`src/acc_pkg.sv`:
```
`default_nettype none
package acc_pkg;
  localparam int RES_W = 12;
  localparam int BYTE_W = 8;
  localparam int NIB_W = 4;
  // Conversion times and result lead time before busy falls
  localparam int CLK_PERIOD_PS = 25000;
  localparam int CONV12_TIME_NS = 20000;
  localparam int CONV8_TIME_NS = 13000;
  localparam int DATA_LEAD_NS = 400;
  localparam int CONV12_CYC = (CONV12_TIME_NS * 1000) / CLK_PERIOD_PS;
  localparam int CONV8_CYC = (CONV8_TIME_NS * 1000) / CLK_PERIOD_PS;
  localparam int LEAD_CYC = (DATA_LEAD_NS * 1000) / CLK_PERIOD_PS;
  localparam int CNT_W = 16;
  localparam logic [NIB_W-1:0] PAD_ZERO = 4'h0;
  localparam logic [2:0] SHORT_LOW3 = 3'h0;
  localparam logic SHORT_BIT3 = 1'b1;

  typedef struct packed {
    logic chip_en;
    logic chip_sel_n;
    logic read_conv;
    logic word_sel;
    logic byte_short_select;
  } acc_ctrl_t;

  typedef enum logic [1:0] {
    ACC_IDLE = 2'b00,
    ACC_CONV = 2'b01,
    ACC_LEAD = 2'b11
  } acc_state_t;
endpackage : acc_pkg
`default_nettype wire

```
`src/acc_sync.sv`:
```
`default_nettype none
module acc_sync
  import acc_pkg::*;
#(
  parameter int W = 5
)
(
  input wire logic clk_i,
  input wire logic rst_i,
  input wire logic [W-1:0] d_i,
  input wire logic [W-1:0] rst_val_i,
  output logic [W-1:0] q_o
);
  logic [W-1:0] meta_ff;
  logic [W-1:0] q_ff;

  // Reset loads a fixed idle pattern from the caller, a constant there
  always_ff @(posedge clk_i)
  begin
    if (rst_i)
    begin
      meta_ff <= rst_val_i;
      q_ff <= rst_val_i;
    end
    else
    begin
      meta_ff <= d_i;
      q_ff <= meta_ff;
    end
  end

  assign q_o = q_ff;
endmodule : acc_sync
`default_nettype wire

```
`src/acc_conv_ctrl.sv`:
```
`default_nettype none
module acc_conv_ctrl
  import acc_pkg::*;
#(
  parameter int CONV12_CYCLES = CONV12_CYC,
  parameter int CONV8_CYCLES = CONV8_CYC,
  parameter int LEAD_CYCLES = LEAD_CYC
)
(
  input wire logic CORE_CLK_I,
  input wire logic RST_I,
  input wire logic CHIP_EN_I,
  input wire logic CHIP_SEL_N_I,
  input wire logic READ_CONV_I,
  input wire logic WORD_SEL_I,
  input wire logic BYTE_SHORT_SELECT_I,
  input wire logic [RES_W-1:0] SAR_RESULT_I,
  output logic SAMPLE_O,
  output logic BUSY_FLAG_O,
  output logic [RES_W-1:0] RESULT_BITS_O,
  output logic [RES_W-1:0] RESULT_BITS_OE_O
);
  //////////////////////////////////////////////////////////////////////////
  // Input synchronisation
  acc_ctrl_t pins_raw;
  acc_ctrl_t pins_s;
  acc_ctrl_t idle_pins;

  always_comb
  begin
    pins_raw.chip_en = CHIP_EN_I;
    pins_raw.chip_sel_n = CHIP_SEL_N_I;
    pins_raw.read_conv = READ_CONV_I;
    pins_raw.word_sel = WORD_SEL_I;
    pins_raw.byte_short_select = BYTE_SHORT_SELECT_I;
  end

  // Idle as deselected with read/convert high, so reset never starts work
  always_comb
  begin
    idle_pins.chip_en = 1'b0;
    idle_pins.chip_sel_n = 1'b1;
    idle_pins.read_conv = 1'b1;
    idle_pins.word_sel = 1'b1;
    idle_pins.byte_short_select = 1'b0;
  end

  acc_sync #(.W($bits(acc_ctrl_t))) u_sync
  (
    .clk_i(CORE_CLK_I),
    .rst_i(RST_I),
    .d_i(pins_raw),
    .rst_val_i(idle_pins),
    .q_o(pins_s)
  );

  //////////////////////////////////////////////////////////////////////////
  // Start detection
  logic start_ok;
  logic start_ok_ff;
  logic start_evt;
  logic read_ok;

  // All three in start state; the last to arrive makes the edge
  assign start_ok = pins_s.chip_en && !pins_s.chip_sel_n
                    && !pins_s.read_conv;
  assign read_ok = pins_s.chip_en && !pins_s.chip_sel_n
                   && pins_s.read_conv;

  always_ff @(posedge CORE_CLK_I)
  begin
    if (RST_I)
      start_ok_ff <= 1'b0;
    else
      start_ok_ff <= start_ok;
  end

  // Covers CE rise, CS fall and R/C fall alike
  assign start_evt = start_ok && !start_ok_ff;

  //////////////////////////////////////////////////////////////////////////
  // Conversion sequencer
  acc_state_t state_ff;
  logic [CNT_W-1:0] cnt_ff;
  logic short_ff;
  logic [RES_W-1:0] result_ff;

  function automatic logic [CNT_W-1:0] conv_len(input logic short_cyc);
    logic [CNT_W-1:0] n;
    n = short_cyc ? CNT_W'(CONV8_CYCLES) : CNT_W'(CONV12_CYCLES);
    return n - CNT_W'(LEAD_CYCLES);
  endfunction : conv_len

  function automatic logic cnt_last(input logic [CNT_W-1:0] c);
    return (c <= CNT_W'(1));
  endfunction : cnt_last

  // State walk; the counter below decides when each phase ends
  always_ff @(posedge CORE_CLK_I)
  begin
    if (RST_I)
      state_ff <= ACC_IDLE;
    else
    begin
      unique case (state_ff)
        ACC_IDLE:
        begin
          if (start_evt)
            state_ff <= ACC_CONV;
        end
        ACC_CONV:
        begin
          // Start events here are ignored by design
          if (cnt_last(cnt_ff))
            state_ff <= ACC_LEAD;
        end
        ACC_LEAD:
        begin
          // Result already stored; busy holds for the lead time
          if (cnt_last(cnt_ff))
            state_ff <= ACC_IDLE;
        end
        default:
          state_ff <= ACC_IDLE;
      endcase
    end
  end

  always_ff @(posedge CORE_CLK_I)
  begin
    if (RST_I)
      cnt_ff <= '0;
    else
    begin
      unique case (state_ff)
        ACC_IDLE:
        begin
          if (start_evt)
            cnt_ff <= conv_len(pins_s.byte_short_select);
        end
        ACC_CONV:
        begin
          if (cnt_last(cnt_ff))
            cnt_ff <= CNT_W'(LEAD_CYCLES);
          else
            cnt_ff <= cnt_ff - CNT_W'(1);
        end
        ACC_LEAD:
        begin
          // Held once expired so a stray count never wraps
          if (!cnt_last(cnt_ff))
            cnt_ff <= cnt_ff - CNT_W'(1);
        end
        default:
          cnt_ff <= '0;
      endcase
    end
  end

  // Short-cycle choice latched once; later starts are ignored while busy
  always_ff @(posedge CORE_CLK_I)
  begin
    if (RST_I)
      short_ff <= 1'b0;
    else if (state_ff == ACC_IDLE && start_evt)
      short_ff <= pins_s.byte_short_select;
  end

  // Short results carry a fixed pattern in the low nibble
  function automatic logic [RES_W-1:0] capture_word(
    input logic short_cyc,
    input logic [RES_W-1:0] sar
  );
    logic [RES_W-1:0] w;
    w = sar;
    if (short_cyc)
      w = {sar[RES_W-1:NIB_W], SHORT_BIT3, SHORT_LOW3};
    return w;
  endfunction : capture_word

  // Result captured at end of bit trials, ahead of busy falling
  always_ff @(posedge CORE_CLK_I)
  begin
    if (RST_I)
      result_ff <= '0;
    else if (state_ff == ACC_CONV && cnt_last(cnt_ff))
      result_ff <= capture_word(short_ff, SAR_RESULT_I);
  end

  assign BUSY_FLAG_O = (state_ff != ACC_IDLE);
  assign SAMPLE_O = (state_ff == ACC_IDLE) && start_evt;

  //////////////////////////////////////////////////////////////////////////
  // Output buffers
  logic [RES_W-1:0] nxt_out;
  logic [RES_W-1:0] nxt_oe;
  logic [RES_W-1:0] out_ff;
  logic [RES_W-1:0] oe_ff;
  logic drive_ok;

  // Floats at R/C fall and during busy; old data shown while R/C high
  assign drive_ok = read_ok && !BUSY_FLAG_O
                    && !start_evt;

  // Both bytes ride the upper lanes, left-justified
  function automatic logic [RES_W-1:0] byte_data(
    input logic low_byte,
    input logic [RES_W-1:0] res
  );
    logic [RES_W-1:0] d;
    if (low_byte)
      d = {res[NIB_W-1:0], PAD_ZERO, PAD_ZERO};
    else
      d = {res[RES_W-1:NIB_W], PAD_ZERO};
    return d;
  endfunction : byte_data

  // Byte picked live from the pin, as a bus address bit would be
  always_comb
  begin
    nxt_out = result_ff;
    if (!pins_s.word_sel)
      nxt_out = byte_data(pins_s.byte_short_select, result_ff);
  end

  always_comb
  begin
    nxt_oe = '0;
    if (drive_ok)
    begin
      if (pins_s.word_sel)
        nxt_oe = '1;
      else
        nxt_oe = {{BYTE_W{1'b1}}, {NIB_W{1'b0}}};
    end
  end

  always_ff @(posedge CORE_CLK_I)
  begin
    if (RST_I)
      out_ff <= '0;
    else
      out_ff <= nxt_out;
  end

  always_ff @(posedge CORE_CLK_I)
  begin
    if (RST_I)
      oe_ff <= '0;
    else
      oe_ff <= nxt_oe;
  end

  assign RESULT_BITS_O = out_ff;
  assign RESULT_BITS_OE_O = oe_ff;
endmodule : acc_conv_ctrl
`default_nettype wire

```
`config.mk`:
```
export PLATFORM = sky130hd
export DESIGN_NAME = acc_conv_ctrl
export DESIGN_NICKNAME = d
export VERILOG_FILES = /design/src/acc_pkg.sv /design/src/acc_sync.sv /design/src/acc_conv_ctrl.sv
export SDC_FILE = /design/constraint.sdc
export NUM_CORES = 1
export LEC_CHECK = 0
export BUFFER_PORTS_ARGS = -buffer_cell sky130_fd_sc_hd__buf_4
export CORE_UTILIZATION = 54
export CTS_CLUSTER_SIZE = 16
export DETAILED_ROUTE_END_ITERATION = 16
export HOLD_SLACK_MARGIN = 0.03
export PLACE_DENSITY_LB_ADDON = 0.2
export SLEW_MARGIN = 0
export SYNTH_ARGS = -nofsm -noshare
export SYNTH_HDL_FRONTEND = slang
export SYNTH_SLANG_ARGS = --single-unit
export TNS_END_PERCENT = 1
```
`constraint.sdc`:
```
create_clock -name CORE_CLK_I -period 3 [get_ports CORE_CLK_I]
set_input_delay 0.15 -clock CORE_CLK_I [delete_from_list [all_inputs] [get_ports CORE_CLK_I]]
set_output_delay 0.15 -clock CORE_CLK_I [all_outputs]
set_load 0.01 [all_outputs]
```
==> out/qor.txt <==
Clock Latency Late Sink: 0.31 ns
Yosys Warn Count: 0
unrepaired setup endpoints after global routing: false
post-CTS setup buffers: 0
R2R cell count: 5
# port buffers: 44
delay-heaviest family, CP: simple AND/OR/NAND/NOR gates
Starting Density: 0.575
Max-cap violations: 0
CP bufs+invs: 0
CP Capture Type: flop
clk buf depth: 2
post-synth top area cell: dfxtp_1
Critical Path AT: 2.44 ns
Reg clk slew, reported paths: 0.10 ns
H-tree depth: 2
Distinct cells, synth: 51
Remaining DRCs: 0
worst hold start: BYTE_SHORT_SELECT_I
max incr delay on CP: 0.58 ns
Avg Vias per Cell: 5.50
fraction of registers with async set/reset: 0
Die Height: 68.2 um
critical path class: reg -> reg
Min Clock Period, post-route: 2.23 ns
GP Congestion: 0.936
row count: 23
commonest non-fill, non-tap cell in the layout: dfxtp_1
drt initial violations: 92
storage element area: 0.00112 mm2
Clock power frac: 0.333
CP Max Fanout: 6
Placed Cells: 342
Clock Tree Root: clkbuf_8
area of the multi-input gates: 0.00109 mm2
IO Count: 45
Worst path depth: 5
sw frac: 0.220
non-filler cells, final: 353
VDD IR max: 0.350 mV
status: completed
first-pass GRT wire length: 7730 um
synthesized instance count: 269
routed len/inst: 13.4 um
area grow syn2layout: 16.9%
Hold Path Depth: 2
Post-synth EDFFs: 0
Num CTS Buffers: 5
worst-path cell chain: or4_4 -> nor3_4 -> or4bb_2 -> o21a_1 -> o21ba_2
Slew headroom: 0.644
critical path data required time: 3.21 ns
max-slew violations: 0
syn avg cell area: 8.80 um2
antenna fix cells: 0
final setup fails: 0
Synth Flop Type: dfxtp_1
fin crit share: 0.743
Crit-path slowest cell: or4_4
Seq/Total Area, Yosys: 0.474
WHS Endpoint: u_sync.meta_ff[0]$_SDFF_PP0_
hold_ws: 0.0527 ns
vias in the first global route: 1715
post-route ant nets: 0
Leak: 1.13 nW
Worst R2R Start: cnt_ff[0]$_SDFFE_PP0P_
final hold viol count: 0
Setup TNS: 0 ns
skew final: 0.00810 ns
GRT Total Usage: 0.226
Layout Utilization: 0.672
Fill cells: 344
combinational share of power: 0.045
initial antenna violation count: 0
DR pass1 iterations: 4
Switch Pwr: 0.266 mW
capture point of the worst reg-to-reg path: cnt_ff[15]$_SDFFE_PP0P_
Worst Hold Class: in -> reg
internal power: 0.947 mW
sequential power share: 0.622
Die Wd: 68.2 um
top post-synthesis cells by area: dfxtp_1 (47%), a21oi_1 (4.9%), nand2_1 (4.8%)
DR vias: 1941
Detailed Route WL: 4740 um
largest net degree at the start of global routing: 48
Sink Count: 56
Yosys top cell area share: 0.474
R2R setup slack: 0.77 ns
Final HPWL DP: 3260 um
Core Area: 0.00412 mm2
worst-margin pin slew: 0.533 ns
flops & latches, synth: 56
Syn Std Cell Area: 0.00237 mm2
Pwr Density: 439 mW/mm2
commonest non-fill, non-tap cells in the layout: dfxtp_1 (56), buf_4 (46), nand2_1 (30)
die area: 0.00465 mm2
Syn Nets: 290
total gr overflow: 0
CP startpoint kind: flop
final net count: 323
CTS tree: done
layout cells sized above 1: 0.218
fmax: 0.449 GHz
-- worst max path at each step --
stage                                      endpoint              startpoint  slack, ns
final                       cnt_ff[15]$_SDFFE_PP0P_  cnt_ff[0]$_SDFFE_PP0P_       0.77
after floorplan             cnt_ff[15]$_SDFFE_PP0P_  cnt_ff[0]$_SDFFE_PP0P_       0.89
after detailed placement    cnt_ff[15]$_SDFFE_PP0P_  cnt_ff[0]$_SDFFE_PP0P_       0.78
after global routing      result_ff[3]$_SDFFE_PP0P_  cnt_ff[8]$_SDFFE_PP0P_       0.56
after global placement      cnt_ff[15]$_SDFFE_PP0P_  cnt_ff[0]$_SDFFE_PP0P_       0.82
after CTS                   cnt_ff[15]$_SDFFE_PP0P_  cnt_ff[0]$_SDFFE_PP0P_       0.78
-- logic make-up (layout without fill, tap and decap cells) --
group	count (synthesis)	count (layout)	share of synthesized area
AOI/OAI and AO/OA	58	58	0.157
and+or+nand+nor	115	115	0.263
adders and majority gates	2	2	0.0106
muxes	6	6	0.0259
DFF	56	56	0.474
buffers and inverters	31	65	0.0666
xor gates and xnor gates	1	1	0.00370
-- layer usage --
metal  vias up  GRT usage  routed length, um
met5         -          0                  0
met4         0      0.104                 95
met3         9     0.0450                215
met2        66      0.363               2220
met1       873      0.289               2210
li1        993          -                  -
-- flip-flops by register name (all words and copies together), names as in the netlist, 2 cells and up --
name and flops:
result_ff 12, u_sync.meta_ff 5, RESULT_BITS_O 12, RESULT_BITS_OE_O 2
cnt_ff 16, u_sync.q_o 5, state_ff 2
-- worst register-to-register path, stage by stage (launching register included) --
cell and delay [ns]:
dfxtp_1 0.36, or4_4 0.59, nor3_4 0.24, or4bb_2 0.57
o21a_1 0.19, o21ba_2 0.19
-- power by group through the flow --
stage               combinational (mW)  clock, mW  sequential [mW]
finish                          0.0546      0.405            0.754
detailed placement              0.0509          0            0.771
CTS                             0.0541      0.408            0.754
global route                    0.0593      0.438            0.755
floorplan                       0.0285          0            0.770
global placement                0.0503          0            0.771
-- cell type report --
cell class | count | share of cell area
clock buffers | 6 | 0.0262
clock inverters | 2 | 0.00588
inverters | 8 | 0.0109
multi-input cells | 182 | 0.393
flip-flops and latches | 56 | 0.405
well taps | 50 | 0.0226
repair buffers | 49 | 0.136
-- what timing repair did --
| item | CTS | global route |
|---|---|---|
| hold buffers | 3 | 0 |
| resized for setup | 0 | 0 |
| hold endpoints to repair | 3 | 0 |
| endpoints found under the setup margin | 0 | 0 |
-- synth_stat cells (all sizes together), types with 8 or more instances --
library cell / instances
a21oi: 23
and2: 12
buf: 13
clkbuf: 10
dfxtp: 56
inv: 8
nand2: 30
nor2: 21
nor2b: 8
nor3: 8
o21ai: 8
-- metrics by stage --
| step | worst slack [ns] | cell area, um2 | power, mW |
|---|---|---|---|
| after floorplan | 0.889 | 2370 | 0.799 |
| after global placement | 0.819 | 2650 | 0.822 |
| after detailed placement | 0.783 | 2650 | 0.822 |
| after CTS | 0.777 | 2770 | 1.22 |
| after global routing | 0.560 | 2770 | 1.25 |
| final | 0.771 | 2770 | 1.21 |
Power figures use the tool's default switching activity.
